--- src/core/ccm_pkg.sv ---
/*
  Shared constants and carriers for the counter-array capture/compare
  mode-control block (modules 1 and 2).
  Assumes an 8-bit special-function-register port with byte addresses.
*/
package ccm_pkg;

  // Register addresses
  localparam logic [7:0] ADDR_MODE1     = 8'hdb;
  localparam logic [7:0] ADDR_MODE2     = 8'hdc;
  localparam logic [7:0] ADDR_CMP1_LOW  = 8'he9;
  localparam logic [7:0] ADDR_CMP1_HIGH = 8'hea;
  localparam logic [7:0] ADDR_CMP2_LOW  = 8'heb;
  localparam logic [7:0] ADDR_CMP2_HIGH = 8'hec;
  localparam logic [7:0] ADDR_POLARITY  = 8'h96;
  localparam logic [7:0] ADDR_CENTER    = 8'h9e;
  localparam logic [7:0] ADDR_EVENT     = 8'hd9;

  // Mode register field positions
  localparam int BIT_WIDE_PWM   = 7;
  localparam int BIT_COMPARE_EN = 6;
  localparam int BIT_RISE_CAP   = 5;
  localparam int BIT_FALL_CAP   = 4;
  localparam int BIT_MATCH_FLAG = 3;
  localparam int BIT_TOGGLE     = 2;
  localparam int BIT_PWM        = 1;
  localparam int BIT_EVENT_IRQ  = 0;

  // Reset values
  localparam logic [7:0]  RST_MODE    = 8'h00;
  localparam logic [15:0] RST_CMP     = 16'h0000;
  localparam logic [15:0] RST_CAPTURE = 16'h0000;

  // Number of modules handled here
  localparam int NUM_MOD = 2;

  // Software register access
  typedef struct packed {
    logic       wr;
    logic       rd;
    logic [7:0] addr;
    logic [7:0] wdata;
  } ccm_sfr_s;

  // Output function of a module, decoded from its mode bits
  typedef enum logic [2:0] {
    CCM_OFF      = 3'b000,
    CCM_TOGGLE   = 3'b001,
    CCM_PWM_NARW = 3'b010,
    CCM_PWM_WIDE = 3'b011,
    CCM_FREQ     = 3'b100
  } ccm_func_e;

endpackage

--- src/core/ccm_mode_ctrl.sv ---
/*
  Mode control, compare, capture and pin output for capture/compare
  modules 1 and 2 of a 16-bit counter array.
  Assumes the running count, the 8-to-11-bit PWM width and the SFR
  access strobes arrive synchronous to i_clk; the count itself lives outside.
  The pins are sampled once per clock, so a pulse shorter than a period
  may be missed; the first sample after reset only primes the edge detector.
  While the capture holds a nonzero count, the compare bytes read back the captured count.
*/
`timescale 1ns/1ps

module ccm_mode_ctrl #(
  parameter int NARROW_MAX = 11
) (
  input  wire logic             i_clk,
  input  wire logic             i_nrst,
  input  wire ccm_pkg::ccm_sfr_s i_sfr,
  input  wire logic [15:0]      i_count,
  input  wire logic [1:0]       i_narrow_bits,
  input  wire logic [1:0]       i_pin_in,
  output logic [7:0]            o_rdata,
  output logic [1:0]            o_pin_out,
  output logic [1:0]            o_event_flag,
  output logic [1:0]            o_irq
);

  // Map the PWM width select (0..3 => 8..11 bits) to a mask of the count
  function automatic logic [15:0] narrow_mask(input logic [1:0] sel);
    case (sel)
      2'h0:    narrow_mask = 16'h00ff;
      2'h1:    narrow_mask = 16'h01ff;
      2'h2:    narrow_mask = 16'h03ff;
      2'h3:    narrow_mask = 16'h07ff;
      default: narrow_mask = 16'h00ff;
    endcase
  endfunction

  // Decode a mode byte to the output function
  function automatic ccm_pkg::ccm_func_e decode_func(input logic [7:0] m);
    if (m[ccm_pkg::BIT_TOGGLE] && m[ccm_pkg::BIT_PWM]) begin
      decode_func = ccm_pkg::CCM_FREQ;
    end else if (m[ccm_pkg::BIT_PWM]) begin
      decode_func = m[ccm_pkg::BIT_WIDE_PWM] ? ccm_pkg::CCM_PWM_WIDE : ccm_pkg::CCM_PWM_NARW;
    end else if (m[ccm_pkg::BIT_TOGGLE]) begin
      decode_func = ccm_pkg::CCM_TOGGLE;
    end else begin
      decode_func = ccm_pkg::CCM_OFF;
    end
  endfunction

  // One SFR write strobe aimed at one address; shared by every register
  function automatic logic sfr_wr_hit(input ccm_pkg::ccm_sfr_s s, input logic [7:0] a);
    sfr_wr_hit = s.wr && (s.addr == a);
  endfunction

  // Per-module mode, compare and capture storage
  logic [1:0][7:0]  mode_q,    mode_d;
  logic [1:0][15:0] cmp_q,     cmp_d;
  logic [1:0][15:0] capt_q,    capt_d;

  // Pin side: polarity, alignment, flags, output levels and edge history
  logic [1:0]       pol_q,     pol_d;
  logic [1:0]       cen_q,     cen_d;
  logic [1:0]       flag_q,    flag_d;
  logic [1:0]       lvl_q,     lvl_d;
  logic [1:0]       pin_in_q,  pin_in_d;
  logic [1:0]       dir_q,     dir_d;
  logic [1:0]       pin_q,     pin_d;
  logic [1:0]       irq_q,     irq_d;

  // Read path, count history and edge-detect priming
  logic [7:0]       rdata_q,   rdata_d;
  logic [15:0]      prev_cnt_q, prev_cnt_d;
  logic             pin_live_q, pin_live_d;

  // Per-module events that feed the flag logic
  logic [1:0]       cap_ev;
  logic [1:0]       match;

  // Per-module compare, capture and output level
  for (genvar m = 0; m < ccm_pkg::NUM_MOD; m++) begin : g_mod
    logic [7:0]          md;
    ccm_pkg::ccm_func_e  fn;
    logic [15:0]         msk;
    logic [15:0]         cnt_eff;
    logic                rise;
    logic                fall;
    logic                ctr_on;
    logic                pwm_hi;
    logic [7:0]          cmp_lo_addr;
    logic [7:0]          cmp_hi_addr;
    logic [7:0]          mode_addr;

    // Mode decode and pin edge detection; edges count only once primed
    assign md          = mode_q[m];
    assign fn          = decode_func(md);
    assign msk         = (fn == ccm_pkg::CCM_PWM_WIDE) ? 16'hffff : narrow_mask(i_narrow_bits);
    assign cnt_eff     = i_count & msk;
    assign rise        = pin_live_q & ~pin_in_q[m] & i_pin_in[m];
    assign fall        = pin_live_q & pin_in_q[m] & ~i_pin_in[m];
    assign cap_ev[m]   = (rise & md[ccm_pkg::BIT_RISE_CAP]) | (fall & md[ccm_pkg::BIT_FALL_CAP]);
    assign match[m]    = md[ccm_pkg::BIT_COMPARE_EN] && (i_count == cmp_q[m]) && (i_count != prev_cnt_q);
    assign ctr_on      = cen_q[m] && (fn == ccm_pkg::CCM_PWM_NARW || fn == ccm_pkg::CCM_PWM_WIDE);
    assign mode_addr   = (m == 0) ? ccm_pkg::ADDR_MODE1 : ccm_pkg::ADDR_MODE2;
    assign cmp_lo_addr = (m == 0) ? ccm_pkg::ADDR_CMP1_LOW : ccm_pkg::ADDR_CMP2_LOW;
    assign cmp_hi_addr = (m == 0) ? ccm_pkg::ADDR_CMP1_HIGH : ccm_pkg::ADDR_CMP2_HIGH;

    // Center-aligned PWM compares on the folded count so the pulse sits mid-period
    always_comb begin
      logic [15:0] fold;
      fold = dir_q[m] ? (msk - cnt_eff) : cnt_eff;
      if (ctr_on) begin
        pwm_hi = md[ccm_pkg::BIT_COMPARE_EN] && (fold >= (cmp_q[m] & msk));
      end else begin
        pwm_hi = md[ccm_pkg::BIT_COMPARE_EN] && (cnt_eff >= (cmp_q[m] & msk));
      end
    end

    // Next mode, compare and capture storage for one module
    always_comb begin
      mode_d[m] = mode_q[m];
      cmp_d[m]  = cmp_q[m];
      capt_d[m] = capt_q[m];
      if (sfr_wr_hit(i_sfr, mode_addr)) begin
        mode_d[m] = i_sfr.wdata;
      end
      if (sfr_wr_hit(i_sfr, cmp_lo_addr)) begin
        cmp_d[m][7:0]                      = i_sfr.wdata;
        mode_d[m][ccm_pkg::BIT_COMPARE_EN] = 1'b0;
      end
      if (sfr_wr_hit(i_sfr, cmp_hi_addr)) begin
        cmp_d[m][15:8]                     = i_sfr.wdata;
        mode_d[m][ccm_pkg::BIT_COMPARE_EN] = 1'b1;
      end
      if (cap_ev[m]) begin
        capt_d[m] = i_count;
      end
    end

    // Next output level and center-alignment direction for one module
    always_comb begin
      lvl_d[m]    = lvl_q[m];
      dir_d[m]    = dir_q[m];
      pin_in_d[m] = i_pin_in[m];
      // Direction flips at the ends of the masked range for center alignment
      if (cnt_eff == msk) begin
        dir_d[m] = 1'b1;
      end else if (cnt_eff == 16'h0000) begin
        dir_d[m] = 1'b0;
      end
      case (fn)
        ccm_pkg::CCM_TOGGLE,
        ccm_pkg::CCM_FREQ: begin
          if (match[m]) begin
            lvl_d[m] = ~lvl_q[m];
          end
        end
        ccm_pkg::CCM_PWM_NARW,
        ccm_pkg::CCM_PWM_WIDE: begin
          lvl_d[m] = pwm_hi;
        end
        ccm_pkg::CCM_OFF: begin
          lvl_d[m] = lvl_q[m];
        end
        default: begin
          lvl_d[m] = lvl_q[m];
        end
      endcase
    end

    // Event flag: hardware set wins over a software clear in the same cycle
    always_comb begin
      flag_d[m] = flag_q[m];
      if (sfr_wr_hit(i_sfr, ccm_pkg::ADDR_EVENT) && !i_sfr.wdata[m]) begin
        flag_d[m] = 1'b0;
      end
      if ((match[m] && md[ccm_pkg::BIT_MATCH_FLAG]) || cap_ev[m]) begin
        flag_d[m] = 1'b1;
      end
    end

    // Interrupt and pin follow the next flag, level and polarity, so a polarity
    // write reaches the pin at the same edge that stores it
    always_comb begin
      irq_d[m] = flag_d[m] & md[ccm_pkg::BIT_EVENT_IRQ];
      pin_d[m] = lvl_d[m] ^ pol_d[m];
    end
  end

  // A nonzero capture overrides the shared compare/capture storage as software sees it
  function automatic logic [7:0] capt_sel(input int m, input logic hi);
    logic [15:0] v;
    v = (capt_q[m] != ccm_pkg::RST_CAPTURE) ? capt_q[m] : cmp_q[m];
    capt_sel = hi ? v[15:8] : v[7:0];
  endfunction

  // Shared registers and read mux
  always_comb begin
    pol_d   = pol_q;
    cen_d   = cen_q;
    rdata_d = rdata_q;
    if (sfr_wr_hit(i_sfr, ccm_pkg::ADDR_POLARITY)) begin
      pol_d = i_sfr.wdata[2:1];
    end
    if (sfr_wr_hit(i_sfr, ccm_pkg::ADDR_CENTER)) begin
      cen_d = i_sfr.wdata[2:1];
    end
    if (i_sfr.rd) begin
      case (i_sfr.addr)
        ccm_pkg::ADDR_MODE1:     rdata_d = mode_q[0];
        ccm_pkg::ADDR_MODE2:     rdata_d = mode_q[1];
        ccm_pkg::ADDR_CMP1_LOW:  rdata_d = capt_sel(0, 1'b0);
        ccm_pkg::ADDR_CMP1_HIGH: rdata_d = capt_sel(0, 1'b1);
        ccm_pkg::ADDR_CMP2_LOW:  rdata_d = capt_sel(1, 1'b0);
        ccm_pkg::ADDR_CMP2_HIGH: rdata_d = capt_sel(1, 1'b1);
        ccm_pkg::ADDR_POLARITY:  rdata_d = {5'h00, pol_q, 1'b0};
        ccm_pkg::ADDR_CENTER:    rdata_d = {5'h00, cen_q, 1'b0};
        ccm_pkg::ADDR_EVENT:     rdata_d = {6'h00, flag_q};
        default:                 rdata_d = 8'h00;
      endcase
    end
  end

  // Count history for the no-repeat match; the priming bit rises one edge
  // after reset so that a pin already high is not taken for a rising edge
  always_comb begin
    prev_cnt_d = i_count;
    pin_live_d = 1'b1;
  end

  // Mode, compare and capture storage
  always_ff @(posedge i_clk or negedge i_nrst) begin
    if (!i_nrst) begin
      mode_q <= {ccm_pkg::NUM_MOD{ccm_pkg::RST_MODE}};
      cmp_q  <= {ccm_pkg::NUM_MOD{ccm_pkg::RST_CMP}};
      capt_q <= {ccm_pkg::NUM_MOD{ccm_pkg::RST_CAPTURE}};
    end else begin
      mode_q <= mode_d;
      cmp_q  <= cmp_d;
      capt_q <= capt_d;
    end
  end

  // Pin side state: polarity, alignment, flags, levels and edge history
  always_ff @(posedge i_clk or negedge i_nrst) begin
    if (!i_nrst) begin
      pol_q    <= 2'h0;
      cen_q    <= 2'h0;
      flag_q   <= 2'h0;
      lvl_q    <= 2'h0;
      pin_in_q <= 2'h0;
      dir_q    <= 2'h0;
      pin_q    <= 2'h0;
      irq_q    <= 2'h0;
    end else begin
      pol_q    <= pol_d;
      cen_q    <= cen_d;
      flag_q   <= flag_d;
      lvl_q    <= lvl_d;
      pin_in_q <= pin_in_d;
      dir_q    <= dir_d;
      pin_q    <= pin_d;
      irq_q    <= irq_d;
    end
  end

  // Read data, count history and edge-detect priming
  always_ff @(posedge i_clk or negedge i_nrst) begin
    if (!i_nrst) begin
      rdata_q    <= 8'h00;
      prev_cnt_q <= 16'h0000;
      pin_live_q <= 1'b0;
    end else begin
      rdata_q    <= rdata_d;
      prev_cnt_q <= prev_cnt_d;
      pin_live_q <= pin_live_d;
    end
  end

  assign o_rdata      = rdata_q;
  assign o_pin_out    = pin_q;
  assign o_event_flag = flag_q;
  assign o_irq        = irq_q;

endmodule

--- config.mk ---
export PLATFORM = sky130hd
export DESIGN_NAME = ccm_mode_ctrl
export DESIGN_NICKNAME = d
export VERILOG_FILES = /design/src/core/ccm_pkg.sv /design/src/core/ccm_mode_ctrl.sv
export SDC_FILE = /design/constraint.sdc
export NUM_CORES = 1
export LEC_CHECK = 0
export ABC_AREA = 0
export BUFFER_PORTS_ARGS = -buffer_cell sky130_fd_sc_hd__buf_2
export CAP_MARGIN = 40
export CELL_PAD_IN_SITES_DETAIL_PLACEMENT = 0
export CELL_PAD_IN_SITES_GLOBAL_PLACEMENT = 2
export CORE_MARGIN = 3
export CORE_UTILIZATION = 40
export DETAILED_ROUTE_END_ITERATION = 12
export GPL_TIMING_DRIVEN = 0
export PLACE_DENSITY_LB_ADDON = 0.1
export RECOVER_POWER = 50
export SLEW_MARGIN = 40
export SYNTH_ARGS = -nofsm -noshare
export SYNTH_HDL_FRONTEND = slang
export SYNTH_SLANG_ARGS = --single-unit
--- constraint.sdc ---
create_clock -name i_clk -period 3.5 [get_ports i_clk]
set_input_delay 0.7 -clock i_clk [delete_from_list [all_inputs] [get_ports i_clk]]
set_output_delay 0.7 -clock i_clk [all_outputs]
set_load 0.05 [all_outputs]
==> impl_metrics.env <==
export IMPL_grt_pass1_wl_um=40500
export IMPL_r2r_start="g_mod[1].md[2]"
export IMPL_syn_cell_area_mm2=0.00797
export IMPL_yosysTopAreaCellShare=0.380
export IMPL_tightest_slew_ps=1600
export IMPL_cp_max_fo=10
export IMPL_netlist_instances=808
export IMPL_skew_ps=12.0
export IMPL_start_util=0.408
export IMPL_drt_wl_total_um=26600
export IMPL_cts_sinks=121
export IMPL_vias_per_cell=5.73
export IMPL_use_met1=0.355
export IMPL_post_route_drc_count=0
export IMPL_layout_setup_ws_ps=-7.06
export IMPL_synthToLayoutAreaGrowth_pct=14.3
export IMPL_power_uw=4140
export IMPL_stdcell_count=1156
export IMPL_ioPinCount=54
export IMPL_maxCapViolations=1
export IMPL_postRouteAntennaNets=0
export IMPL_core_mm2=0.0195
export IMPL_fill_cells=1935
export IMPL_async_flop_share=1.00
export IMPL_p_comb_frac=0.202
export IMPL_die_h_um=147
export IMPL_dp_hpwl_um=20200
export IMPL_gr_max_usage_layer="met2"
export IMPL_drtIter0Drc=491
export IMPL_nNetsFinal=986
export IMPL_yosys_warnings=0
export IMPL_r2r_cells=12
export IMPL_root_buffer="clkbuf_16"
export IMPL_grt_pass1_vias=6683
export IMPL_die_x_um=147
export IMPL_pre_cts_ws_ps=-982
export IMPL_hold_depth=1
export IMPL_vias=6622
export IMPL_drv_slew=60
export IMPL_crit_required_ps=3850
export IMPL_cp_start_kind="input pin"
export IMPL_synth_area_top_cells="dfrtp_1, mux2_2, ha_1"
export IMPL_insertedDiodeCount=0
export IMPL_fin_crit_sh=1.00
export IMPL_met3_usage=0.0395
export IMPL_clockBufferDepth=2
export IMPL_synth_seq_area_share=0.380
export IMPL_post_place_cells=1126
export IMPL_clock_latency_ps=420
export IMPL_pwr_share_clk=0.403
export IMPL_setup_viol=1
export IMPL_die_area_mm2=0.0217
export IMPL_wire_per_inst_um=23.0
export IMPL_grt_overflow_total=0
export IMPL_ctsHoldBuffers=0
export IMPL_critPathKind="in2reg"
export IMPL_pwr_share_seq=0.395
export IMPL_synth_avg_cell_area_um2=9.87
export IMPL_p_sw_frac=0.318
export IMPL_power_density_mw_per_mm2=455
export IMPL_grtUsageTotal=0.249
export IMPL_synth_seq_cells=121
export IMPL_fmax_mhz=285
export IMPL_reg2reg_to="o_pin_out[1]"
export IMPL_rsz0062_at_grt="true"
export IMPL_post_route_util=0.467
export IMPL_leakagePower_uw=0.00417
export IMPL_violations="capacitance limit, slew limit, setup timing"
export IMPL_ir_drop_mv=0.379
export IMPL_hp_start="i_count[12]"
export IMPL_slew_headroom=-0.0644
export IMPL_hold_viol=0
export IMPL_rrSetupSlack_ps=30
export IMPL_drive_gt1_frac=0.217
export IMPL_end_kind="register"
export IMPL_grt_max_degree=64
export IMPL_drt_pass1_iter_count=5
export IMPL_rows=51
export IMPL_synth_cell_types=59
export IMPL_cts_made_buffers=17
export IMPL_critical_path_arrival_ps=3850
export IMPL_yosysTopAreaCell="dfrtp_1"
export IMPL_path_clk_slew_ps=60
export IMPL_outcome="finished with violations"
export IMPL_hold_path_class="in2reg"
export IMPL_portBuffers=49
export IMPL_post_cts_setup_buffers=0
export IMPL_use_met2=0.400
export IMPL_synthFlopType="dfrtp_1"
export IMPL_htree_levels=4
export IMPL_antenna_found_initial=0
export IMPL_synth_edf_count=0
export IMPL_internal_power_uw=2830
export IMPL_cts_tree="built"
export IMPL_p_sw_uw=1320
export IMPL_period_minus_slack_ps=3510
export IMPL_hold_path_end="prev_cnt_q[12]"
export IMPL_gp_congestion=0.873
how the worst max path moves through the flow:
stage | start | end | slack, ps | cells after the start
floorplan | i_narrow_bits[1] | o_pin_out[1] | 390 | 13
global placement | i_count[9] | o_pin_out[1] | -950 | 12
detailed placement | i_count[9] | o_pin_out[1] | -980 | 12
CTS | g_mod[1].md[2] | o_pin_out[1] | 10 | 10
global route | g_mod[1].md[2] | o_pin_out[1] | -60 | 12
finish | i_count[14] | o_pin_out[1] | -7 | 12
per-layer routing:
metal,vias up,part of all wire
li1,3064,-
met1,3365,0.47
met2,164,0.47
met3,29,0.044
met4,0,0.017
met5,-,0
placed cells by master (no fill, tap or decap), types with 4 or more instances in the layout:
| master | netlist | layout |
|---|---|---|
| nor3_1 | 18 | 18 |
| conb_1 | 2 | 5 |
| nor2_1 | 40 | 40 |
| buf_6 | 6 | 6 |
| buf_2 | 10 | 47 |
| ha_1 | 68 | 68 |
| dfrtp_1 | 121 | 121 |
| a21oi_1 | 62 | 61 |
| clkbuf_16 | 0 | 17 |
| a21o_1 | 7 | 7 |
| nand2b_1 | 9 | 9 |
| inv_1 | 26 | 26 |
| and4_1 | 5 | 5 |
| a211oi_1 | 5 | 4 |
| and2_1 | 10 | 10 |
| nand2_1 | 65 | 65 |
| mux2_2 | 86 | 86 |
| xnor2_1 | 31 | 31 |
| xor2_1 | 25 | 25 |
| nand3b_1 | 5 | 5 |
| and3_1 | 7 | 7 |
| nor3b_1 | 4 | 4 |
| nand3_1 | 23 | 23 |
| clkbuf_1 | 20 | 28 |
| clkinv_2 | 0 | 5 |
| clkbuf_2 | 1 | 7 |
| inv_6 | 0 | 4 |
| a22oi_1 | 7 | 7 |
| o22ai_1 | 25 | 25 |
| a22o_1 | 5 | 5 |
| nor2b_1 | 10 | 10 |
| nor4_1 | 13 | 13 |
| nand4_1 | 17 | 17 |
| o21ai_0 | 32 | 32 |
cell usage after synthesis (2+ instances only):
cell type	number
dfrtp_1	121
a211oi_1	5
nand3_1	23
nand2_1	65
o22ai_1	25
nor4_1	13
o211ai_2	2
nor3_1	18
o21a_1	2
or2_2	2
a22o_1	5
xor2_1	25
clkbuf_1	20
nor3b_1	4
and3_1	7
and4_1	5
a31oi_1	3
ha_1	68
conb_1	2
a22oi_1	7
mux2_2	86
a21oi_1	62
buf_1	5
nor2b_1	10
and2_1	10
a211o_1	2
buf_6	6
nand3b_1	5
nand2b_1	9
nand4_1	17
o31ai_1	2
o21ai_0	32
xnor2_2	2
xnor2_1	31
nor2_1	40
a21o_1	7
buf_2	10
inv_1	26
a2111oi_0	4
worst max-delay path, stage by stage:
cell	delay, ps
buf_2	90
buf_2	230
clkbuf_1	570
a211oi_1	80
o21ai_0	190
nand2_1	120
ha_1	300
nand4_1	260
a2111oi_2	590
o311ai_1	220
o211ai_2	330
xor2_1	170
sequential cells by signal (all words and copies together) (netlist names), 8 cells and up:
| signal | cells |
|---|---|
| capt_q | 32 |
| cmp_q | 32 |
| g_mod.md | 16 |
| prev_cnt_q | 16 |
| o_rdata | 8 |
what timing repair did:
| item | CTS | global route |
|---|---|---|
| pin swaps | 0 | 0 |
| resized for setup | 9 | 6 |
| endpoints found under the setup margin | 3 | 3 |
kinds of logic after synthesis:
group | synth area share
simple gates | 0.152
compound gates | 0.127
flops | 0.380
mux | 0.124
buf+inv | 0.0403
fa+ha+maj | 0.107
xor+xnor | 0.0691
other cells | 0.000942
power groups by stage:
stage	Sequential, uW	Combinational, uW	Clock [uW]
final	1640	836	1670
after global routing	1650	921	1770
after CTS	1630	840	1700
after detailed placement	1660	830	0
after global placement	1650	810	0
after floorplan	1660	513	0
cell type report:
class,count,area (um2),area share
plain buffers,41,225,0.0247
clock buffers,18,429,0.0471
clock inverters,14,121,0.0133
inverters,26,97.6,0.0107
multi-input cells,621,4650,0.510
flip-flops and latches,121,3030,0.332
well taps,265,332,0.0364
repair buffers,50,233,0.0255
through the flow:
step / area [um2] / hold WS, ps / setup TNS [ps]
floorplan: 7980 / 404 / 0
global placement: 8560 / 498 / -2080
detailed placement: 8600 / 490 / -2140
CTS: 9160 / 231 / 0
global route: 9110 / 379 / -55.6
finish: 9110 / 396 / -7.06
Note: power is estimated with default switching activity, not from simulation.
